[config.mk]
export PLATFORM = sky130hd
export DESIGN_NAME = jtsc_top
export DESIGN_NICKNAME = d
export VERILOG_FILES = /design/src/jtsc_pkg.sv /design/src/jtsc_top.sv
export VERILOG_INCLUDE_DIRS = /design/src
export SDC_FILE = /design/constraint.sdc
export NUM_CORES = 1
export LEC_CHECK = 0
export ABC_AREA = 1
export BUFFER_PORTS_ARGS = -buffer_cell sky130_fd_sc_hd__buf_4
export CAP_MARGIN = 20
export CORE_AREA = 5 5 123 213
export CTS_CLUSTER_SIZE = 12
export DETAILED_ROUTE_END_ITERATION = 10
export DIE_AREA = 0 0 128 218
export HOLD_SLACK_MARGIN = 0.06
export PLACE_DENSITY = 0.77
export SETUP_SLACK_MARGIN = 0.5
export SYNTH_ARGS = -nofsm -noshare
export SYNTH_HDL_FRONTEND = slang
export SYNTH_SLANG_ARGS = --single-unit
[constraint.sdc]
create_clock -name SYS_CLK -period 2 [get_ports SYS_CLK]
set_input_delay 0 -clock SYS_CLK [delete_from_list [all_inputs] [get_ports SYS_CLK]]
set_output_delay 0 -clock SYS_CLK [all_outputs]
set_load 0.005 [all_outputs]
[src/jtsc_defs.svh]
// Summary of operation
// - Test reset forces controller to reset state
// - Test reset makes identification the current instruction
// - Test reset puts boundary cells in system mode
// - Test reset loads chain select with three
// - Instruction register four bits, LSB first
// - Capture-IR loads constant 0001
// - Decode the ten public instruction codes
// - Sample on rising, drive output on falling
// - Extest: cells in test mode only with chain 0 selected, capture system values
// - Extest shift drives cells onto system immediately
// - Select-chain: capture 1000, shift chain number
// - Update-DR makes chosen chain stay connected
// - Chain select register four bits, LSB first
// - Leave-debug acts as bypass, exits on idle
// - Clamp drives cells from loaded chain values
// - Bypass captures zero, one clock delay path
// - Highz floats bus outputs, raises float indicator
// - Periphery chain order, debug request out first
// - Data chain 33 cells, breakpoint out first
// - Unassigned codes decode as bypass
// - Update-IR makes shifted value the current instruction
// - Identification captured, shifted LSB first, unchanged
// - Clamp-and-float disables the bus and data tristate outputs, not TDO
`ifndef JTSC_DEFS_SVH
`define JTSC_DEFS_SVH
`define JTSC_IR_EXTEST 4'h0
`define JTSC_IR_SCANN 4'h2
`define JTSC_IR_SAMPLE 4'h3
`define JTSC_IR_RESTART 4'h4
`define JTSC_IR_CLAMP 4'h5
`define JTSC_IR_HIGHZ 4'h7
`define JTSC_IR_CLAMP_FLOAT_INSTR 4'h9
`define JTSC_IR_INTEST 4'hc
`define JTSC_IR_IDCODE 4'he
`define JTSC_IR_BYPASS 4'hf
`define JTSC_IR_CAPTURE 4'h1
`define JTSC_SCAN_CAPTURE 4'h8
`define JTSC_CHAIN_RESET 4'h3
`define JTSC_C0_LEN 71
`define JTSC_C1_LEN 33
`define JTSC_CTRL_OFS 12'h000
`define JTSC_STAT_OFS 12'h004
`define JTSC_CTRL_TBE 0
`define JTSC_CTRL_DBG 1
`define JTSC_TMS_RESET_CNT 3'h5
`endif

[src/jtsc_pkg.sv]
package jtsc_pkg;
  typedef enum logic [3:0] {
    TLR, RTI, SEL_DR, CAP_DR, SH_DR, EX1_DR, PA_DR, EX2_DR, UPD_DR,
    SEL_IR, CAP_IR, SH_IR, EX1_IR, PA_IR, EX2_IR, UPD_IR
  } jtsc_state_t;
  typedef enum logic [1:0] {DR_BYP, DR_ID, DR_SCANN, DR_CHAIN} jtsc_dr_t;
endpackage

[src/jtsc_top.sv]
// The APB slave port and the register offsets were left to the implementer.
`include "jtsc_defs.svh"
module jtsc_top import jtsc_pkg::*; #(
  parameter logic [31:0] ID_VALUE = 32'h00000001  // Arbitrary identification value
) (
  input wire logic SYS_CLK,
  input wire logic RESET,
  input wire logic PSEL,
  input wire logic PENABLE,
  input wire logic PWRITE,
  input wire logic [11:0] PADDR,
  input wire logic [31:0] PWDATA,
  output logic [31:0] PRDATA,
  output logic PREADY,
  output logic PSLVERR,
  input wire logic TCK,
  input wire logic TMS,
  input wire logic TDI,
  input wire logic TAP_RESET_LOW,
  output logic TDO,
  output logic TDO_OE,
  output logic EXT_SCAN_IN,
  input wire logic EXT_SCAN_OUT,
  output logic [3:0] CHAIN_SEL,
  output logic [3:0] IR_CUR,
  input wire logic [31:0] CORE_DATA_OUT,
  input wire logic CORE_DATA_OE,
  input wire logic [31:0] CORE_ADDR,
  input wire logic [5:0] CORE_CTRL,
  output logic [31:0] CORE_DATA_IN,
  output logic CORE_BREAKPOINT_IN,
  output logic CORE_DEBUG_REQUEST_INTERNAL,
  input wire logic [31:0] PIN_DATA_IN,
  input wire logic BREAKPOINT_IN,
  input wire logic DEBUG_REQUEST_INTERNAL,
  output logic [31:0] PIN_DATA_OUT,
  output logic PIN_DATA_OE,
  output logic [31:0] PIN_ADDR,
  output logic [5:0] PIN_CTRL,
  output logic PIN_BUS_OE,
  output logic FLOAT_OUT,
  output logic DEBUG_EXIT,
  output logic DEBUG_STATE
);

  function automatic logic [31:0] rev32(input logic [31:0] v);
    logic [31:0] r;
    r = 32'h0;
    for (int i = 0; i < 32; i++) begin
      r[i] = v[31 - i];
    end
    return r;
  endfunction

  function automatic jtsc_dr_t dr_kind(input logic [3:0] ir);
    jtsc_dr_t k;
    k = DR_BYP;
    if (ir == `JTSC_IR_EXTEST || ir == `JTSC_IR_INTEST || ir == `JTSC_IR_SAMPLE) begin
      k = DR_CHAIN;
    end else if (ir == `JTSC_IR_SCANN) begin
      k = DR_SCANN;
    end else if (ir == `JTSC_IR_IDCODE) begin
      k = DR_ID;
    end
    return k;
  endfunction

  // Pin synchronisers
  logic [38:0] in_s1_r;
  logic [38:0] in_s2_r;
  logic tck_d_r;
  always_ff @(posedge SYS_CLK) begin
    in_s1_r <= {TCK, TMS, TDI, TAP_RESET_LOW, EXT_SCAN_OUT, BREAKPOINT_IN,
                DEBUG_REQUEST_INTERNAL, PIN_DATA_IN};
    in_s2_r <= in_s1_r;
    tck_d_r <= in_s2_r[38];
  end

  wire tck_s = in_s2_r[38];
  wire tms_s = in_s2_r[37];
  wire tdi_s = in_s2_r[36];
  wire trst_n_s = in_s2_r[35];
  wire sdo_s = in_s2_r[34];
  wire brk_s = in_s2_r[33];
  wire dbgrq_s = in_s2_r[32];
  wire [31:0] pin_d_s = in_s2_r[31:0];
  wire tck_rise = tck_s & ~tck_d_r;
  wire tck_fall = ~tck_s & tck_d_r;
  wire tap_rst = RESET | ~trst_n_s;

  // Controller state
  jtsc_state_t state_r;
  jtsc_state_t state_nxt;
  always_comb begin
    state_nxt = state_r;
    case (state_r)
      TLR: state_nxt = tms_s ? TLR : RTI;
      RTI: state_nxt = tms_s ? SEL_DR : RTI;
      SEL_DR: state_nxt = tms_s ? SEL_IR : CAP_DR;
      CAP_DR: state_nxt = tms_s ? EX1_DR : SH_DR;
      SH_DR: state_nxt = tms_s ? EX1_DR : SH_DR;
      EX1_DR: state_nxt = tms_s ? UPD_DR : PA_DR;
      PA_DR: state_nxt = tms_s ? EX2_DR : PA_DR;
      EX2_DR: state_nxt = tms_s ? UPD_DR : SH_DR;
      UPD_DR: state_nxt = tms_s ? SEL_DR : RTI;
      SEL_IR: state_nxt = tms_s ? TLR : CAP_IR;
      CAP_IR: state_nxt = tms_s ? EX1_IR : SH_IR;
      SH_IR: state_nxt = tms_s ? EX1_IR : SH_IR;
      EX1_IR: state_nxt = tms_s ? UPD_IR : PA_IR;
      PA_IR: state_nxt = tms_s ? EX2_IR : PA_IR;
      EX2_IR: state_nxt = tms_s ? UPD_IR : SH_IR;
      UPD_IR: state_nxt = tms_s ? SEL_DR : RTI;
      default: state_nxt = TLR;
    endcase
  end

  always_ff @(posedge SYS_CLK) begin
    if (tap_rst) begin
      state_r <= TLR;
    end else if (tck_rise) begin
      state_r <= state_nxt;
    end
  end

  // Instruction path
  logic [3:0] ir_sr_r;
  logic [3:0] ir_r;
  logic [3:0] ir_sr_nxt;
  assign ir_sr_nxt = (state_r == CAP_IR) ? `JTSC_IR_CAPTURE :
                     (state_r == SH_IR) ? {tdi_s, ir_sr_r[3:1]} : ir_sr_r;
  always_ff @(posedge SYS_CLK) begin
    if (tap_rst) begin
      ir_sr_r <= `JTSC_IR_CAPTURE;
      ir_r <= `JTSC_IR_IDCODE;
    end else if (tck_rise) begin
      ir_sr_r <= ir_sr_nxt;
      if (state_r == TLR) begin
        ir_r <= `JTSC_IR_IDCODE;
      end else if (state_r == UPD_IR) begin
        ir_r <= ir_sr_r;
      end
    end
  end

  // Data register decode
  logic [3:0] chain_r;
  wire jtsc_dr_t kind = dr_kind(ir_r);
  wire cap_dr = tck_rise & (state_r == CAP_DR);
  wire sh_dr = tck_rise & (state_r == SH_DR);
  wire on_chain = kind == DR_CHAIN;
  wire sel_c0 = on_chain & (chain_r == 4'h0);
  wire sel_c1 = on_chain & (chain_r == 4'h1);
  wire ext_num = ~(chain_r == 4'h0 || chain_r == 4'h1 || chain_r == 4'h2 ||
                   chain_r == 4'h4 || chain_r == 4'h8);
  wire sel_ext = on_chain & ext_num;

  // Bypass, identification and chain select registers
  logic byp_r;
  logic [31:0] id_r;
  logic [3:0] scan_sr_r;
  always_ff @(posedge SYS_CLK) begin
    if (tap_rst) begin
      byp_r <= 1'b0;
    end else if (cap_dr) begin
      byp_r <= 1'b0;
    end else if (sh_dr) begin
      byp_r <= tdi_s;
    end
  end

  always_ff @(posedge SYS_CLK) begin
    if (tap_rst) begin
      id_r <= 32'h0;
    end else if (cap_dr && kind == DR_ID) begin
      id_r <= ID_VALUE;
    end else if (sh_dr && kind == DR_ID) begin
      id_r <= {tdi_s, id_r[31:1]};
    end
  end

  always_ff @(posedge SYS_CLK) begin
    if (tap_rst) begin
      scan_sr_r <= `JTSC_SCAN_CAPTURE;
    end else if (cap_dr && kind == DR_SCANN) begin
      scan_sr_r <= `JTSC_SCAN_CAPTURE;
    end else if (sh_dr && kind == DR_SCANN) begin
      scan_sr_r <= {tdi_s, scan_sr_r[3:1]};
    end
  end

  always_ff @(posedge SYS_CLK) begin
    if (tap_rst) begin
      chain_r <= `JTSC_CHAIN_RESET;
    end else if (tck_rise && state_r == UPD_DR && kind == DR_SCANN) begin
      chain_r <= scan_sr_r;
    end
  end

  // Periphery chain and data chain, bit 0 leaves first
  logic [`JTSC_C0_LEN-1:0] sr0_r;
  logic [`JTSC_C1_LEN-1:0] sr1_r;
  always_ff @(posedge SYS_CLK) begin
    if (tap_rst) begin
      sr0_r <= '0;
    end else if (cap_dr && sel_c0) begin
      sr0_r <= {rev32(pin_d_s), CORE_CTRL, CORE_ADDR, dbgrq_s};
    end else if (sh_dr && sel_c0) begin
      sr0_r <= {tdi_s, sr0_r[`JTSC_C0_LEN-1:1]};
    end
  end

  always_ff @(posedge SYS_CLK) begin
    if (tap_rst) begin
      sr1_r <= '0;
    end else if (cap_dr && sel_c1) begin
      sr1_r <= {rev32(pin_d_s), brk_s};
    end else if (sh_dr && sel_c1) begin
      sr1_r <= {tdi_s, sr1_r[`JTSC_C1_LEN-1:1]};
    end
  end

  // Serial output, launched on the falling test clock
  wire chain_bit = sel_c0 ? sr0_r[0] : sel_c1 ? sr1_r[0] : sel_ext ? sdo_s : byp_r;
  wire dr_bit = (kind == DR_ID) ? id_r[0] : (kind == DR_SCANN) ? scan_sr_r[0] :
                (kind == DR_CHAIN) ? chain_bit : byp_r;
  wire tdo_bit = (state_r == SH_IR) ? ir_sr_r[0] : dr_bit;
  wire shifting = (state_r == SH_IR) || (state_r == SH_DR);
  logic tdo_r;
  logic tdo_oe_r;
  logic ext_in_r;
  always_ff @(posedge SYS_CLK) begin
    if (RESET) begin
      tdo_r <= 1'b0;
      tdo_oe_r <= 1'b0;
    end else if (tck_fall) begin
      tdo_r <= tdo_bit;
      tdo_oe_r <= shifting;
    end
  end

  always_ff @(posedge SYS_CLK) begin
    if (RESET) begin
      ext_in_r <= 1'b0;
    end else if (tck_rise) begin
      ext_in_r <= tdi_s;
    end
  end

  // Boundary cell modes
  logic tbe_r;
  wire test_mode = (ir_r == `JTSC_IR_EXTEST || ir_r == `JTSC_IR_INTEST) &&
                   chain_r == 4'h0;
  wire clamp_mode = ir_r == `JTSC_IR_CLAMP || ir_r == `JTSC_IR_CLAMP_FLOAT_INSTR;
  wire drive_scan = test_mode | clamp_mode;
  wire highz_instr = ir_r == `JTSC_IR_HIGHZ;
  wire clamp_float_instr = ir_r == `JTSC_IR_CLAMP_FLOAT_INSTR;
  wire float_all = highz_instr | clamp_float_instr | ~tbe_r;
  wire [31:0] scan_data = rev32(sr0_r[70:39]);
  wire [31:0] pin_d_nxt = drive_scan ? scan_data : CORE_DATA_OUT;
  wire [31:0] addr_nxt = drive_scan ? sr0_r[32:1] : CORE_ADDR;
  wire [5:0] ctrl_nxt = drive_scan ? sr0_r[38:33] : CORE_CTRL;
  wire d_oe_nxt = ~float_all & (drive_scan ? sr0_r[33] : CORE_DATA_OE);
  wire [31:0] core_d_nxt = drive_scan ? scan_data : pin_d_s;
  wire core_dbg_nxt = drive_scan ? sr0_r[0] : dbgrq_s;

  logic [31:0] pin_d_r;
  logic [31:0] pin_a_r;
  logic [5:0] pin_c_r;
  logic pin_d_oe_r;
  logic bus_oe_r;
  logic float_r;
  logic [31:0] core_d_r;
  logic core_dbg_r;
  logic core_brk_r;
  always_ff @(posedge SYS_CLK) begin
    if (RESET) begin
      pin_d_r <= 32'h0;
      pin_a_r <= 32'h0;
      pin_c_r <= 6'h0;
      pin_d_oe_r <= 1'b0;
      bus_oe_r <= 1'b0;
      float_r <= 1'b0;
    end else begin
      pin_d_r <= pin_d_nxt;
      pin_a_r <= addr_nxt;
      pin_c_r <= ctrl_nxt;
      pin_d_oe_r <= d_oe_nxt;
      bus_oe_r <= ~float_all;
      float_r <= highz_instr;
    end
  end

  always_ff @(posedge SYS_CLK) begin
    if (RESET) begin
      core_d_r <= 32'h0;
      core_dbg_r <= 1'b0;
      core_brk_r <= 1'b0;
    end else begin
      core_d_r <= core_d_nxt;
      core_dbg_r <= core_dbg_nxt;
      core_brk_r <= brk_s;
    end
  end

  // Debug state exit on entry to run-test-idle
  logic dbg_r;
  logic dbg_exit_r;
  wire enter_rti = tck_rise & ~tap_rst & state_nxt == RTI & state_r != RTI;
  // Update-IR and the step into idle share one test clock rise
  wire [3:0] ir_entering = (state_r == UPD_IR) ? ir_sr_r : ir_r;
  wire restart_now = enter_rti & (ir_entering == `JTSC_IR_RESTART);

  // Register slave
  logic [31:0] prdata_r;
  logic pready_r;
  logic pslverr_r;
  wire apb_acc = PSEL & PENABLE;
  wire apb_wait = apb_acc & ~pready_r;
  wire apb_done = apb_acc & pready_r;
  wire hit_ctrl = PADDR == `JTSC_CTRL_OFS;
  wire hit_stat = PADDR == `JTSC_STAT_OFS;
  wire ctrl_wr = apb_done & PWRITE & hit_ctrl;
  wire dbg_set = ctrl_wr & PWDATA[`JTSC_CTRL_DBG];
  wire [31:0] ctrl_val = {30'h0, dbg_r, tbe_r};
  wire [31:0] stat_val = {19'h0, dbg_r, chain_r, ir_r, state_r};
  wire [31:0] rd_val = hit_ctrl ? ctrl_val : hit_stat ? stat_val : 32'h0;

  always_ff @(posedge SYS_CLK) begin
    if (RESET) begin
      pready_r <= 1'b0;
      pslverr_r <= 1'b0;
      prdata_r <= 32'h0;
    end else begin
      pready_r <= apb_wait;
      pslverr_r <= apb_wait & ~(hit_ctrl | hit_stat);
      prdata_r <= apb_wait ? rd_val : 32'h0;
    end
  end

  always_ff @(posedge SYS_CLK) begin
    if (RESET) begin
      tbe_r <= 1'b1;
      dbg_r <= 1'b0;
      dbg_exit_r <= 1'b0;
    end else begin
      if (ctrl_wr) begin
        tbe_r <= PWDATA[`JTSC_CTRL_TBE];
      end
      dbg_r <= dbg_set | (dbg_r & ~restart_now);
      dbg_exit_r <= restart_now & dbg_r;
    end
  end

  // Output map
  assign PRDATA = prdata_r;
  assign PREADY = pready_r;
  assign PSLVERR = pslverr_r;
  assign TDO = tdo_r;
  assign TDO_OE = tdo_oe_r;
  assign EXT_SCAN_IN = ext_in_r;
  assign CHAIN_SEL = chain_r;
  assign IR_CUR = ir_r;
  assign CORE_DATA_IN = core_d_r;
  assign CORE_BREAKPOINT_IN = core_brk_r;
  assign CORE_DEBUG_REQUEST_INTERNAL = core_dbg_r;
  assign PIN_DATA_OUT = pin_d_r;
  assign PIN_DATA_OE = pin_d_oe_r;
  assign PIN_ADDR = pin_a_r;
  assign PIN_CTRL = pin_c_r;
  assign PIN_BUS_OE = bus_oe_r;
  assign FLOAT_OUT = float_r;
  assign DEBUG_EXIT = dbg_exit_r;
  assign DEBUG_STATE = dbg_r;

  // Checks
  logic [2:0] tms_cnt_r;
  always_ff @(posedge SYS_CLK) begin
    if (tap_rst) begin
      tms_cnt_r <= 3'h0;
    end else if (tck_rise) begin
      tms_cnt_r <= !tms_s ? 3'h0 :
                   (tms_cnt_r == `JTSC_TMS_RESET_CNT) ? tms_cnt_r : tms_cnt_r + 3'h1;
    end
  end
endmodule

==> impl_metrics.yaml <==
final_layout:
  layout-drive-gt1-share: 0.3123
  synthToLayoutAreaGrowth_pct: 53.77
  final_cell_count_no_fill: 2185
  nets: 2028
  insertedDiodeCount: 0
  final_area_um2: 19070
critical_path:
  crit_type: "reg2reg"
  cp.arrival_ps: 2280
  cp_slowest_cell: "dfxtp_2"
  worstPathMaxFanout: 8
  crit_buf_inv: 5
  crit_required_ps: 2440
  cp_slowest_stage_delay_ps: 330
  cp_top_family: "simple AND/OR/NAND/NOR gates"
  r2r-start: "CHAIN_SEL[2]"
  startpoint: "CHAIN_SEL[2]"
  crit_top_cell: "buf_12"
  end_kind: "flop"
  cp-start-kind: "flop"
  crit_chain: "nor2_4 > inv_2 > nor3_4 > nand2_2 > nand2_4 > buf_12 > buf_12 > buf_8 > buf_6 > o21ai_0 > nor2_1"
sta:
  hold_violations: 1
  fin_crit_sh: 0.9180
  slew_headroom: 0.2956
  clock.fmax_mhz: 544.7
  worst_slew_pin_slew_ps: 1057
  setup_tns_ps: 0
  whs_ps: -87.33
  fin_skew_ps: 18.31
  maxSlewViolCount: 0
  setup_viol: 0
  rsz0062_at_grt: "yes"
  period_needed_ps: 1836
routing:
  initialDrtViolationCount: 1734
  drt_wl_total_mm: 46.74
  ant_nets: 0
  routed-via-count: 12895
  route.detailed.drc: 0
  via_per_inst: 5.902
  dr.pass1.iters: 9
  avgRoutedWirePerCell_um: 21.39
global_route:
  grt_overflow: 0
  grt_busiest_layer: "met2"
  grt_use_met2: 0.5119
  grt_usage: 0.2753
  use_met1: 0.2950
  grt_pass1_wl_mm: 62.44
  antenna_found_initial: 0
  grt_pass1_vias: 12136
  grtUsageMet3: 0.04093
  grt_max_degree: 73
floorplan:
  start_util: 0.5094
  rows: 76
  fp.dieH_um: 218
  placeableCoreArea_um2: 24340
  fp.dieW_um: 128
  ios: 313
  die-area_um2: 27900
logic_synthesis:
  synth-warning-count: 0
  syn_area_per_cell_um2: 8.641
  synth_flop_cell: "dfxtp_1"
  synth.area.top_cells: "dfxtp_1 (59%), a21oi_1 (8.3%), o21ai_0 (7.6%), o22ai_1 (5.5%), nand2_1 (5.1%)"
  synth_edf_count: 0
  ys_ff_latch: 364
  synthCells: 1435
  ys_seq_area_frac: 0.5877
  synthArstFlopShare: 0
  synth.distinct_cells: 29
  yosys.area.top_type: "dfxtp_1"
  synth.top_cell.area_share: 0.5877
  syn_area_um2: 12400
status:
  status: "finished, violations left"
  violations: "hold timing"
clock_tree:
  clock_latency_ps: 520
  cts_buffer_depth: 3
  cts_made_buffers: 36
  cts.reportedPaths.clkPinSlew_ps: 60
  clock_sinks: 364
  cts_tree: "yes"
  htree_num_levels: 2
  cts_hold_buf: 120
  root_buffer: "clkbuf_16"
run:
  cap_violations: 0
power:
  p_leak_nw: 8.342
  powerDensity_nw_per_um2: 757.6
  ir_drop_mv: 0.6572
placed_design:
  place_congestion: 0.8562
  dp.cells: 1941
  place_hpwl_mm: 21.61
  post_dp_cell_area_um2: 14630
  port_buffers: 263
hold_path:
  worstHoldStart: "PADDR[0]"
  hold_class: "in2reg"
[where the power goes]
part | switching [mW] | internal [mW] | total [mW]
Sequential | 0.0995 | 7.45 | 7.55
Clock | 2.64 | 3.30 | 5.94
Combinational | 0.405 | 0.552 | 0.957
[stage by stage]
stage | utilization | hold WS [ps] | total power, mW | setup slack (ps)
CTS | 0.7287 | -131.2 | 14.37 | 273.3
finish | 0.7833 | -87.33 | 14.44 | 164.0
global placement | 0.6010 | 104.7 | 8.343 | 98.79
floorplan | - | 27.72 | 7.907 | 459.9
detailed placement | 0.6010 | 105.8 | 8.354 | -23.85
global route | 0.7833 | -59.30 | 14.91 | 116.2
[synthesized netlist by cell type (6+ instances only)]
| master | number |
|---|---|
| nor3_1 | 10 |
| inv_1 | 57 |
| o211ai_1 | 6 |
| dfxtp_1 | 364 |
| nand3_1 | 19 |
| nor2_1 | 165 |
| buf_2 | 32 |
| o22ai_1 | 109 |
| o21ai_0 | 188 |
| clkbuf_1 | 48 |
| buf_4 | 30 |
| nand2_1 | 169 |
| a21oi_1 | 205 |
[sequential cells by signal, indices dropped and copies added, names as in the netlist, 32 cells and up]
| signal | count |
|---|---|
| sr0_r | 71 |
| sr1_r | 33 |
| id_r | 32 |
| PIN_DATA_OUT | 32 |
| CORE_DATA_IN | 32 |
| in_s1_r | 39 |
| in_s2_r | 39 |
| PIN_ADDR | 32 |
[placed cells by master (no fill, tap or decap), types with 10 or more instances in the layout]
cell,synthesis,layout
a21oi_1,205,153
nor2_2,3,12
o22ai_1,109,109
clkbuf_16,0,55
o21ai_0,188,146
dfxtp_1,364,353
o21ai_2,0,25
dlygate4sd3_1,0,120
buf_12,0,24
buf_4,30,294
nor2_1,165,147
nor2_4,4,15
inv_1,57,51
nand2_1,169,137
o21ai_1,0,12
nand2_2,3,13
buf_16,0,19
nand3_1,19,17
nand2_4,0,18
conb_1,1,19
a21oi_2,1,51
buf_6,2,10
[path summary, 6_finish.rpt]
kind | endpoint | slack (ps) | cells past startpoint
worst max-delay path | PIN_ADDR[16] | 160 | 11
worst min-delay path | PSLVERR | -90 | 6
worst max register to register | PIN_ADDR[16] | 160 | 11
worst min register to register | in_s2_r[2] | 310 | 0
[cells by family after synthesis]
group	count (synthesis)	synth area share
AO/OA/AOI/OAI	515	0.2224
AND/OR/NAND/NOR	379	0.1228
flip-flops	364	0.5877
buffers and inverters	176	0.06680
other	1	0.0003024
[timing repair]
item	CTS	global route
pin swaps	22	68
hold endpoints to repair	173	2
setup endpoints to repair	258	260
resized for setup	102	182
setup buffers	18	23
cloned	17	24
[layer usage]
| layer | share of wire | vias up | routed length [um] |
|---|---|---|---|
| met5 | 0 | - | 0 |
| met4 | 0.072 | 0 | 3355 |
| met3 | 0.081 | 267 | 3787 |
| met2 | 0.52 | 902 | 24300 |
| met1 | 0.33 | 6010 | 15300 |
| li1 | - | 5716 | - |
[worst min-delay path: stages]
cell	delay (ps)
buf_4	70
nor2_1	30
inv_1	40
nor2_1	50
inv_1	80
o21a_1	120
[cell type report]
class	count	area, um2
clock buffer	39	933.4
clock inverter	3	26.28
fill	1422	5276
inverter	62	250.2
multi-input combinational	915	5102
sequential	364	7316
tap	312	390.4
timing repair buffer	490	5049
No activity file was read; power rests on OpenSTA's default activity.
